<file path="src/pkg/aea_params.svh">
`ifndef AEA_PARAMS_SVH
`define AEA_PARAMS_SVH

// ==========================================================
// Clock and timing
`define AEA_CLOCK_HZ        40000000
`define AEA_STEP_CYCLES     2'd3
`define AEA_LPF_CORNER_HZ   8.9
`define AEA_RATE0_SPS       27900
`define AEA_RATE1_SPS       14000
`define AEA_RATE2_SPS       7000
`define AEA_RATE3_SPS       3500

// ==========================================================
// Datapath widths and scaling
`define AEA_SAMPLE_W        20
`define AEA_ENERGY_W        40
`define AEA_ACC_W           48
`define AEA_POWER_W         32
`define AEA_WAVE_W          24
`define AEA_LPF_FRAC_W      24
`define AEA_GAIN_UNITY      14'h1000
`define AEA_SCALE_LSB       22
`define AEA_FIFO_DEPTH      8

// ==========================================================
// Register offsets on the register port
`define AEA_REG_WAVEFORM    4'h1
`define AEA_REG_ENERGY      4'h2
`define AEA_REG_MODE        4'h3
`define AEA_REG_IRQ_EN      4'h4
`define AEA_REG_IRQ_STATUS  4'h5
`define AEA_REG_POWER_GAIN  4'h6
`define AEA_REG_POWER_OFFS  4'h7

// ==========================================================
// Field positions
`define AEA_MODE_RATE_LSB   11
`define AEA_MODE_RATE_MSB   12
`define AEA_MODE_WAVE_LSB   13
`define AEA_MODE_WAVE_MSB   14
`define AEA_IRQ_HALF        0
`define AEA_IRQ_WRAP        1
`define AEA_IRQ_SAMPLE      3

// ==========================================================
// Reset values
`define AEA_MODE_RESET      16'h0000
`define AEA_IRQ_EN_RESET    4'h0
`define AEA_GAIN_RESET      12'h000
`define AEA_OFFSET_RESET    16'h0000

`endif

</file>
<file path="src/pkg/aea_pkg.sv">
package aea_pkg;
`include "aea_params.svh"

   typedef struct packed {
      logic [3:0]  addr;
      logic        wr;
      logic        rd;
      logic [15:0] wdata;
   } aea_reg_req_t;

   typedef struct packed {
      logic        rvalid;
      logic [39:0] rdata;
   } aea_reg_rsp_t;

   typedef enum {
      AEA_WAVE_COUNT,
      AEA_WAVE_HOLD
   } aea_wave_state_t;

endpackage

</file>
<file path="src/hw/aea_fifo.sv">
`timescale 1ns/1ps
`include "aea_params.svh"

module aea_fifo #(
   parameter int WIDTH = `AEA_WAVE_W,
   parameter int DEPTH = `AEA_FIFO_DEPTH
) (
   // Clock and reset
   input  wire logic             clock,
   input  wire logic             rst,
   input  wire logic             ce,
   // Fill side
   input  wire logic             in_valid,
   output logic                  in_ready,
   input  wire logic [WIDTH-1:0] in_data,
   // Drain side
   output logic                  out_valid,
   input  wire logic             out_ready,
   output logic      [WIDTH-1:0] out_data
);
   localparam int PW = $clog2(DEPTH);
   localparam int CW = $clog2(DEPTH + 1);

   logic [WIDTH-1:0] mem [DEPTH];
   logic [PW-1:0]    wr_ptr;
   logic [PW-1:0]    rd_ptr;
   logic [CW-1:0]    count;
   logic [PW-1:0]    next_wr_ptr;
   logic [PW-1:0]    next_rd_ptr;
   logic [CW-1:0]    next_count;
   logic             push;
   logic             pop;

   assign in_ready  = (count != CW'(DEPTH));
   assign out_valid = (count != '0);
   assign out_data  = mem[rd_ptr];
   assign push      = in_valid && in_ready;
   assign pop       = out_valid && out_ready;

   always_comb begin
      next_wr_ptr = wr_ptr;
      next_rd_ptr = rd_ptr;
      next_count  = count;
      if (push) begin
         next_wr_ptr = (wr_ptr == PW'(DEPTH - 1)) ? '0 : wr_ptr + 1'b1;
      end
      if (pop) begin
         next_rd_ptr = (rd_ptr == PW'(DEPTH - 1)) ? '0 : rd_ptr + 1'b1;
      end
      if (push && !pop) begin
         next_count = count + 1'b1;
      end else if (pop && !push) begin
         next_count = count - 1'b1;
      end
   end

   always_ff @(posedge clock) begin
      if (rst) begin
         wr_ptr <= '0;
         rd_ptr <= '0;
         count  <= '0;
      end else if (ce) begin
         wr_ptr <= next_wr_ptr;
         rd_ptr <= next_rd_ptr;
         count  <= next_count;
      end
   end

   // ==========================================================
   // Storage, one register per entry
   for (genvar i = 0; i < DEPTH; i++) begin : g_entry
      always_ff @(posedge clock) begin
         if (ce && push && wr_ptr == PW'(i)) begin
            mem[i] <= in_data;
         end
      end
   end

endmodule

</file>
<file path="src/hw/aea_active_energy.sv">
// Operation
// Multiply current and voltage samples per step
// Lowpass product to obtain active power
// Gain 800h gives smallest, 7FFh largest range
// Accumulate power into 40-bit energy, gapless
// One accumulation step every four clocks
// Signed add; negative power lowers energy
// Host selects power waveform and sample enable
// Waveform rates 27.9, 14, 7, 3.5 kSPS
// Positive overflow wraps to full-scale negative
// Negative underflow wraps to full-scale positive
// Interrupt on half-full energy, either sign
// Interrupt on energy overflow or underflow
// Signed 16-bit offset added before accumulation
// Offset 256 equals one waveform LSB
// Full-scale sine power averages CCCD
// Power scaled by one plus gain/4096
// Mode bits 12:11 pick sample rate
// New waveform sample drives interrupt low
// First-order lowpass corner at 8.9 Hz
`timescale 1ns/1ps
`include "aea_params.svh"

module aea_active_energy (
   // Clock and reset
   input  wire logic                             clock,
   input  wire logic                             rst,
   input  wire logic                             ce,
   // ADC samples, same clock domain
   input  wire logic signed [`AEA_SAMPLE_W-1:0]  current_sample,
   input  wire logic signed [`AEA_SAMPLE_W-1:0]  voltage_sample,
   // Register port
   input  wire aea_pkg::aea_reg_req_t            reg_req,
   output aea_pkg::aea_reg_rsp_t                 reg_rsp,
   // Interrupt request
   output logic                                  irq_n
);
   localparam int LPF_COEF = int'(2.0 * 3.14159265 * `AEA_LPF_CORNER_HZ
                                  / (`AEA_CLOCK_HZ / 4.0) * (2.0 ** `AEA_LPF_FRAC_W));

   function automatic logic [13:0] rate_count(input logic [1:0] sel);
      logic [13:0] n;
      n = 14'(`AEA_CLOCK_HZ / `AEA_RATE0_SPS);
      case (sel)
         2'h1:    n = 14'(`AEA_CLOCK_HZ / `AEA_RATE1_SPS);
         2'h2:    n = 14'(`AEA_CLOCK_HZ / `AEA_RATE2_SPS);
         2'h3:    n = 14'(`AEA_CLOCK_HZ / `AEA_RATE3_SPS);
         default: n = 14'(`AEA_CLOCK_HZ / `AEA_RATE0_SPS);
      endcase
      return n - 14'h0001;
   endfunction

   // ==========================================================
   // State
   logic        [1:0]                    step_count;
   logic signed [`AEA_POWER_W+23:0]      lpf_state;
   logic signed [`AEA_ACC_W-1:0]         energy_full;
   logic        [15:0]                   mode;
   logic        [3:0]                    irq_en;
   logic        [3:0]                    status;
   logic        [11:0]                   power_gain;
   logic        [15:0]                   power_offset;
   aea_pkg::aea_wave_state_t             wave_state;
   logic        [13:0]                   wave_count;
   logic        [`AEA_WAVE_W-1:0]        wave_word;

   logic        [1:0]                    next_step_count;
   logic signed [`AEA_POWER_W+23:0]      next_lpf_state;
   logic signed [`AEA_ACC_W-1:0]         next_energy_full;
   logic        [15:0]                   next_mode;
   logic        [3:0]                    next_irq_en;
   logic        [3:0]                    next_status;
   logic        [11:0]                   next_power_gain;
   logic        [15:0]                   next_power_offset;
   aea_pkg::aea_wave_state_t             next_wave_state;
   logic        [13:0]                   next_wave_count;
   logic        [`AEA_WAVE_W-1:0]        next_wave_word;
   aea_pkg::aea_reg_rsp_t                next_reg_rsp;
   logic                                 next_irq_n;

   // ==========================================================
   // Power datapath
   logic                                 step_fire;
   logic signed [39:0]                   product;
   logic signed [13:0]                   gain_factor;
   logic signed [53:0]                   scaled;
   logic signed [`AEA_POWER_W-1:0]       inst_power;
   logic signed [`AEA_POWER_W-1:0]       power_q8;
   logic signed [`AEA_POWER_W:0]         lpf_diff;
   logic signed [41:0]                   lpf_delta;
   logic signed [`AEA_ACC_W-1:0]         addend;
   logic signed [`AEA_ACC_W-1:0]         energy_sum;
   logic                                 wrap_up;
   logic                                 wrap_down;
   logic                                 half_reached;
   logic                                 wave_enabled;
   logic                                 fifo_in_ready;
   logic                                 fifo_out_valid;
   logic        [`AEA_WAVE_W-1:0]        fifo_out_data;
   logic                                 wave_pop;
   logic                                 sample_pushed;
   logic                                 wr_hit;

   assign step_fire   = ce && (step_count == `AEA_STEP_CYCLES);
   assign product     = current_sample * voltage_sample;
   // Gain word is signed, so 800h gives half and 7FFh about 1.5 times unity
   assign gain_factor = $signed(`AEA_GAIN_UNITY) + $signed({{2{power_gain[11]}}, power_gain});
   assign scaled      = product * gain_factor;
   // Drops the gain fraction and the product scale; keeps 8 bits below a waveform LSB
   assign inst_power  = scaled[`AEA_SCALE_LSB+`AEA_POWER_W-1:`AEA_SCALE_LSB];
   assign power_q8    = lpf_state[`AEA_POWER_W+23:24];
   assign lpf_diff    = {inst_power[`AEA_POWER_W-1], inst_power} - {power_q8[`AEA_POWER_W-1], power_q8};
   assign lpf_delta   = lpf_diff * $signed({1'b0, 8'(LPF_COEF)});
   // Offset sits at the 1/256 position, so 0100h is one waveform LSB
   assign addend      = `AEA_ACC_W'(power_q8) + `AEA_ACC_W'($signed(power_offset));
   assign energy_sum  = energy_full + addend;
   assign wrap_up     = !addend[`AEA_ACC_W-1] && !energy_full[`AEA_ACC_W-1] && energy_sum[`AEA_ACC_W-1];
   assign wrap_down   = addend[`AEA_ACC_W-1] && energy_full[`AEA_ACC_W-1] && !energy_sum[`AEA_ACC_W-1];
   assign half_reached = (energy_sum[`AEA_ACC_W-1] ^ energy_sum[`AEA_ACC_W-2])
                       && !(energy_full[`AEA_ACC_W-1] ^ energy_full[`AEA_ACC_W-2]);
   assign wave_enabled = (mode[`AEA_MODE_WAVE_MSB:`AEA_MODE_WAVE_LSB] == 2'h0)
                       && irq_en[`AEA_IRQ_SAMPLE];
   assign wave_pop     = ce && reg_req.rd && (reg_req.addr == `AEA_REG_WAVEFORM) && fifo_out_valid;
   assign sample_pushed = ce && (wave_state == aea_pkg::AEA_WAVE_HOLD) && fifo_in_ready;
   assign wr_hit       = ce && reg_req.wr;

   // ==========================================================
   // Accumulation
   always_comb begin
      next_step_count  = step_count + 2'h1;
      next_lpf_state   = lpf_state;
      next_energy_full = energy_full;
      if (step_fire) begin
         next_lpf_state   = lpf_state + {{14{lpf_delta[41]}}, lpf_delta};
         next_energy_full = energy_sum;
      end
   end

   always_ff @(posedge clock) begin
      if (rst) begin
         step_count  <= 2'h0;
         lpf_state   <= '0;
         energy_full <= '0;
      end else if (ce) begin
         step_count  <= next_step_count;
         lpf_state   <= next_lpf_state;
         energy_full <= next_energy_full;
      end
   end

   // ==========================================================
   // Waveform sampler; a full buffer holds the sample and stops the rate count
   always_comb begin
      next_wave_state = wave_state;
      next_wave_count = wave_count;
      next_wave_word  = wave_word;
      case (wave_state)
         aea_pkg::AEA_WAVE_COUNT: begin
            if (!wave_enabled) begin
               next_wave_count = rate_count(mode[`AEA_MODE_RATE_MSB:`AEA_MODE_RATE_LSB]);
            end else if (wave_count == 14'h0000) begin
               next_wave_count = rate_count(mode[`AEA_MODE_RATE_MSB:`AEA_MODE_RATE_LSB]);
               next_wave_word  = power_q8[`AEA_WAVE_W+7:8];
               next_wave_state = aea_pkg::AEA_WAVE_HOLD;
            end else begin
               next_wave_count = wave_count - 14'h0001;
            end
         end
         aea_pkg::AEA_WAVE_HOLD: begin
            if (fifo_in_ready) begin
               next_wave_state = aea_pkg::AEA_WAVE_COUNT;
            end
         end
         default: next_wave_state = aea_pkg::AEA_WAVE_COUNT;
      endcase
   end

   always_ff @(posedge clock) begin
      if (rst) begin
         wave_state <= aea_pkg::AEA_WAVE_COUNT;
         wave_count <= 14'h0000;
         wave_word  <= '0;
      end else if (ce) begin
         wave_state <= next_wave_state;
         wave_count <= next_wave_count;
         wave_word  <= next_wave_word;
      end
   end

   aea_fifo #(
      .WIDTH (`AEA_WAVE_W),
      .DEPTH (`AEA_FIFO_DEPTH)
   ) u_wave_fifo (
      .clock     (clock),
      .rst       (rst),
      .ce        (ce),
      .in_valid  (wave_state == aea_pkg::AEA_WAVE_HOLD),
      .in_ready  (fifo_in_ready),
      .in_data   (wave_word),
      .out_valid (fifo_out_valid),
      .out_ready (wave_pop),
      .out_data  (fifo_out_data)
   );

   // ==========================================================
   // Registers, status and interrupt
   always_comb begin
      next_mode         = mode;
      next_irq_en       = irq_en;
      next_power_gain   = power_gain;
      next_power_offset = power_offset;
      next_status       = status;
      next_reg_rsp      = '0;
      if (wr_hit) begin
         if (reg_req.addr == `AEA_REG_MODE) begin
            next_mode = reg_req.wdata;
         end else if (reg_req.addr == `AEA_REG_IRQ_EN) begin
            next_irq_en = {reg_req.wdata[3], 1'b0, reg_req.wdata[1:0]};
         end else if (reg_req.addr == `AEA_REG_POWER_GAIN) begin
            next_power_gain = reg_req.wdata[11:0];
         end else if (reg_req.addr == `AEA_REG_POWER_OFFS) begin
            next_power_offset = reg_req.wdata;
         end
      end
      if (ce && reg_req.rd) begin
         next_reg_rsp.rvalid = 1'b1;
         if (reg_req.addr == `AEA_REG_WAVEFORM) begin
            next_reg_rsp.rdata = 40'(fifo_out_data);
         end else if (reg_req.addr == `AEA_REG_ENERGY) begin
            next_reg_rsp.rdata = energy_full[`AEA_ACC_W-1:`AEA_ACC_W-`AEA_ENERGY_W];
         end else if (reg_req.addr == `AEA_REG_MODE) begin
            next_reg_rsp.rdata = 40'(mode);
         end else if (reg_req.addr == `AEA_REG_IRQ_EN) begin
            next_reg_rsp.rdata = 40'(irq_en);
         end else if (reg_req.addr == `AEA_REG_IRQ_STATUS) begin
            next_reg_rsp.rdata = 40'(status);
            next_status        = 4'h0;
         end else if (reg_req.addr == `AEA_REG_POWER_GAIN) begin
            next_reg_rsp.rdata = 40'(power_gain);
         end else if (reg_req.addr == `AEA_REG_POWER_OFFS) begin
            next_reg_rsp.rdata = 40'(power_offset);
         end
      end
      // New events win over a status read in the same cycle
      if (step_fire && half_reached) begin
         next_status[`AEA_IRQ_HALF] = 1'b1;
      end
      if (step_fire && (wrap_up || wrap_down)) begin
         next_status[`AEA_IRQ_WRAP] = 1'b1;
      end
      if (sample_pushed) begin
         next_status[`AEA_IRQ_SAMPLE] = 1'b1;
      end
      // Use the enable as it will stand after this edge, so a fresh enable of a set bit is not one cycle late
      next_irq_n = !(|(next_status & next_irq_en));
   end

   always_ff @(posedge clock) begin
      if (rst) begin
         mode         <= `AEA_MODE_RESET;
         irq_en       <= `AEA_IRQ_EN_RESET;
         power_gain   <= `AEA_GAIN_RESET;
         power_offset <= `AEA_OFFSET_RESET;
         status       <= 4'h0;
         reg_rsp      <= '0;
         irq_n        <= 1'b1;
      end else if (ce) begin
         mode         <= next_mode;
         irq_en       <= next_irq_en;
         power_gain   <= next_power_gain;
         power_offset <= next_power_offset;
         status       <= next_status;
         reg_rsp      <= next_reg_rsp;
         irq_n        <= next_irq_n;
      end
   end

   // ==========================================================
   // Checks
   property p_step_spacing;
      @(posedge clock) disable iff (rst)
      step_fire |=> !step_fire [*3];
   endproperty
   a_step_spacing: assert property (p_step_spacing) else $error("steps closer than four clocks");

   property p_energy_only_on_step;
      @(posedge clock) disable iff (rst)
      !step_fire |=> $stable(energy_full);
   endproperty
   a_energy_only_on_step: assert property (p_energy_only_on_step) else $error("energy moved off step");

   property p_signed_add;
      @(posedge clock) disable iff (rst)
      step_fire |=> energy_full == $past(energy_full) + $past(addend);
   endproperty
   a_signed_add: assert property (p_signed_add) else $error("energy step is not a signed add");

   property p_wrap_up_flag;
      @(posedge clock) disable iff (rst)
      step_fire && wrap_up |=> energy_full[`AEA_ACC_W-1] && status[`AEA_IRQ_WRAP];
   endproperty
   a_wrap_up_flag: assert property (p_wrap_up_flag) else $error("overflow not wrapped or flagged");

   property p_wrap_down_flag;
      @(posedge clock) disable iff (rst)
      step_fire && wrap_down |=> !energy_full[`AEA_ACC_W-1] && status[`AEA_IRQ_WRAP];
   endproperty
   a_wrap_down_flag: assert property (p_wrap_down_flag) else $error("underflow not wrapped or flagged");

   property p_half_flag;
      @(posedge clock) disable iff (rst)
      step_fire && half_reached |=> status[`AEA_IRQ_HALF];
   endproperty
   a_half_flag: assert property (p_half_flag) else $error("half-full not flagged");

   property p_irq_follows;
      @(posedge clock) disable iff (rst)
      ce ##1 (|(status & irq_en)) |-> !irq_n;
   endproperty
   a_irq_follows: assert property (p_irq_follows) else $error("enabled event without interrupt");

   property p_rate_field;
      @(posedge clock) disable iff (rst)
      wr_hit && reg_req.addr == `AEA_REG_MODE |=>
         mode[`AEA_MODE_RATE_MSB:`AEA_MODE_RATE_LSB] == $past(reg_req.wdata[12:11]);
   endproperty
   a_rate_field: assert property (p_rate_field) else $error("rate select not stored");

   property p_sample_irq;
      @(posedge clock) disable iff (rst)
      sample_pushed && next_irq_en[`AEA_IRQ_SAMPLE] |=> !irq_n;
   endproperty
   a_sample_irq: assert property (p_sample_irq) else $error("sample without interrupt");

endmodule

</file>
<file path="config.mk">
export PLATFORM = sky130hd
export DESIGN_NAME = aea_active_energy
export DESIGN_NICKNAME = d
export VERILOG_FILES = /design/src/pkg/aea_pkg.sv /design/src/hw/aea_fifo.sv /design/src/hw/aea_active_energy.sv
export VERILOG_INCLUDE_DIRS = /design/src /design/src/pkg
export SDC_FILE = /design/constraint.sdc
export NUM_CORES = 2
export LEC_CHECK = 0
export BUFFER_PORTS_ARGS = -buffer_cell sky130_fd_sc_hd__buf_2
export CORE_ASPECT_RATIO = 0.6
export CORE_MARGIN = 5
export CORE_UTILIZATION = 35
export CTS_CLUSTER_SIZE = 14
export DETAILED_ROUTE_END_ITERATION = 10
export HOLD_SLACK_MARGIN = 0.15
export PLACE_DENSITY = 0.53
export RECOVER_POWER = 50
export SLEW_MARGIN = 20
export SYNTH_ARGS = -nofsm -noshare
export SYNTH_HDL_FRONTEND = slang
export SYNTH_SLANG_ARGS = --single-unit
</file>
<file path="constraint.sdc">
create_clock -name clock -period 66.1 [get_ports clock]
set_input_delay 6.61 -clock clock [delete_from_list [all_inputs] [get_ports clock]]
set_output_delay 6.61 -clock clock [all_outputs]
set_load 0.1 [all_outputs]
</file>
==> impl_metrics.ini <==
[synth]
yosys_warnings = 0
syn_area_um2 = 63900
synth.most_common_cell = inv_1
synth_edf_count = 192
synth.area.top_cells = fa_1 29%, ha_1 10%, edfxtp_1 9.0%, dfxtp_1 7.9%, inv_1 7.2%
async_flop_share_pct = 0
syn_inst = 7067
yosys.area.top_type_share_pct = 29.4
synth_nets = 8604
yosysSeqAreaShare_pct = 16.9
synth_flop_cell = dfxtp_1
synth_commonest_cells = 1224 x inv_1, 937 x fa_1, 800 x nand2_1
post_synth_num_cell_types = 104
synth_area_leader_cell = fa_1
synth_seq_cells = 443
synth.avg_cell_area_um2 = 9.04

[sta]
grt_setup_unrepaired = no
finalSetupTns_ns = 0
drv_slew = 395
tightest_slew_ns = 8.41
slew_headroom_pct = -461
fmax_mhz = 35.1
finalCritPeriodShare_pct = 43.1
setup_viol_count_final = 0
period_needed_ns = 28.50
finalHoldViolations = 0
fin_worst_skew_ns = 0.0565

[drt]
wl_met1_um = 101000
dr.pass1.iters = 5
vias_per_cell = 5.21
dr_wl_met2_um = 69600
wirelength_um = 190000
wire_per_inst_um = 20.2
top_layer = met4
routed-via-count = 48900
drc = 0
first_iter_violations = 4183
wl_met3_um = 18300
postRouteAntennaNets = 0

[die]
pin_count = 107
die_width_um = 562
dieArea_um2 = 192000
start_util_pct = 35.2
row_count = 121
core_area_um2 = 182000
die_h_um = 341

[cts]
h-tree-depth = 2
cts_tree = done
clockRootBuffer = clkbuf_16
clk_pin_slew_ns = 0.07
cts.sinks = 443
cts_buffer_depth = 3
post-cts-setup-buffer-count = 0
ctsHoldBuffers = 0
ctsResizeCount = 0
clkLatencyLatePin_ns = 0.63
cts_buffers = 42

[critical_path]
arrival_ns = 28.79
cp-start-kind = primary input
cp_top_family = adder cells
crit_top_cell = fa_1
cpMaxStageDelayCell = fa_1
worst-path-stages = 81
cp_max_fo = 20
end_kind = flip-flop
rr_worst_depth = 62
critPathMaxStageDelay_ns = 0.58
critical_path_required_ns = 66.39
cp.buffers_inverters = 14
critical_path_class = primary input to flip-flop

[worst_hold_path]
holdPathStages = 2
hold_class = flip-flop to flip-flop

[grt]
grt_overflow = 0
grt_max_degree = 166
grt_util_all_layers_pct = 19.6
antenna_found_initial = 9
grt_pass1_wl_um = 295000
grt_pass1_vias = 47800

[final_layout]
register_area_um2 = 10800
multi_input_area_um2 = 47300
drive_gt1_share_pct = 6.50
areaGrowthSynthToFinish_pct = 6.97
nFillCells = 18100
nNetsFinal = 8489

[run_status]
violations = max-capacitance violations, max-slew violations
status = complete, but fails checks

[placed_design]
portBuffers = 106
routabilityCongestion = 0.911
hpwlAfterDp_um = 151000

[flow_run]
max_cap_violations = 8
-- worst min-delay path, stage by stage (launching register included) --
cell and delay [ns]:
dfxtp_1 0.31, nand2_1 0.05, a21oi_1 0.05
-- layout by cell type, fill, tap and decap left out, drive strengths merged, types with 28 or more instances in the layout --
cell and instances:
nor2 289, a31oi 38, dfxtp 251, mux4 49, nor2b 53, inv 1230, o21bai 43, edfxtp 192
a21oi 406, and3 74, o21ai 164, clkbuf 71, nor3 79, nand2 800, buf 192, a21o 189
and2 434, nand2b 55, mux2i 29, o21a 39, fa 937, nand3 77, nor3b 28, xnor2 167
mux2 56, nand4 49, a211oi 46, ha 535, xor2 81
-- worst paths after layout --
check | start | to | slack [ns]
worst max-delay path | current_sample[10] | lpf_state[43] | 37.60
worst max register to register | power_gain[4] | lpf_state[43] | 48.38
worst min-delay path | lpf_state[22] | lpf_state[22] | 0.46
worst min register to register | lpf_state[22] | lpf_state[22] | 0.46
-- through the flow --
| stage | instance area, µm² | hold WS, ns | util (%) | cells | worst slack (ns) |
|---|---|---|---|---|---|
| floorplan | 63900 | 0.433 | - | 7067 | 39.35 |
| global placement | 66900 | 0.442 | 36.9 | 9306 | 37.44 |
| detailed placement | 66900 | 0.450 | 36.9 | 9306 | 37.33 |
| CTS | 68400 | 0.461 | 37.7 | 9384 | 37.89 |
| global route | 68400 | 0.470 | 37.7 | 9384 | 36.54 |
| finish | 68400 | 0.458 | 37.7 | 9386 | 37.60 |
-- state kept, by name (all words and copies together) (netlist names), 4 cells and up, named ones only --
register and cells:
lpf_state 55, power_gain 12, mode 16, status 4, power_offset 16, u_wave_fifo.mem 192
wave_count 14, energy_full 48, irq_en 4, reg_rsp 41, u_wave_fifo.count 4, wave_word 24
-- routing by layer --
layer / up-vias / track usage, %
li1: 22600 / -
met1: 24600 / 33.2
met2: 1655 / 24.9
met3: 96 / 4.98
met4: 0 / 1.49
met5: - / 0
-- kinds of logic after synthesis --
family                   Yosys count  synth area share (%)
XOR/XNOR                         248                  3.41
adder cells (fa/ha/maj)         1472                  39.8
AND/OR/NAND/NOR                 2043                  15.7
buffers and inverters           1587                  9.33
other                              1               0.00587
flip-flops                       443                  16.9
AO/OA/AOI/OAI                   1139                  11.7
multiplexers                     134                  3.17
-- cell type report --
type                    instances  share of cell area [%]
diodes                          2                 0.00732
clock inverters                16                   0.408
flip-flops and latches        443                    15.8
repair buffers                201                    1.78
inverters                    1227                    6.74
multi-input cells            5037                    69.2
well taps                    2398                    4.39
clock buffers                  62                    1.70
Power is not shown: default switching activity piles up to over one toggle a cycle in this logic, so the estimate is an artifact.
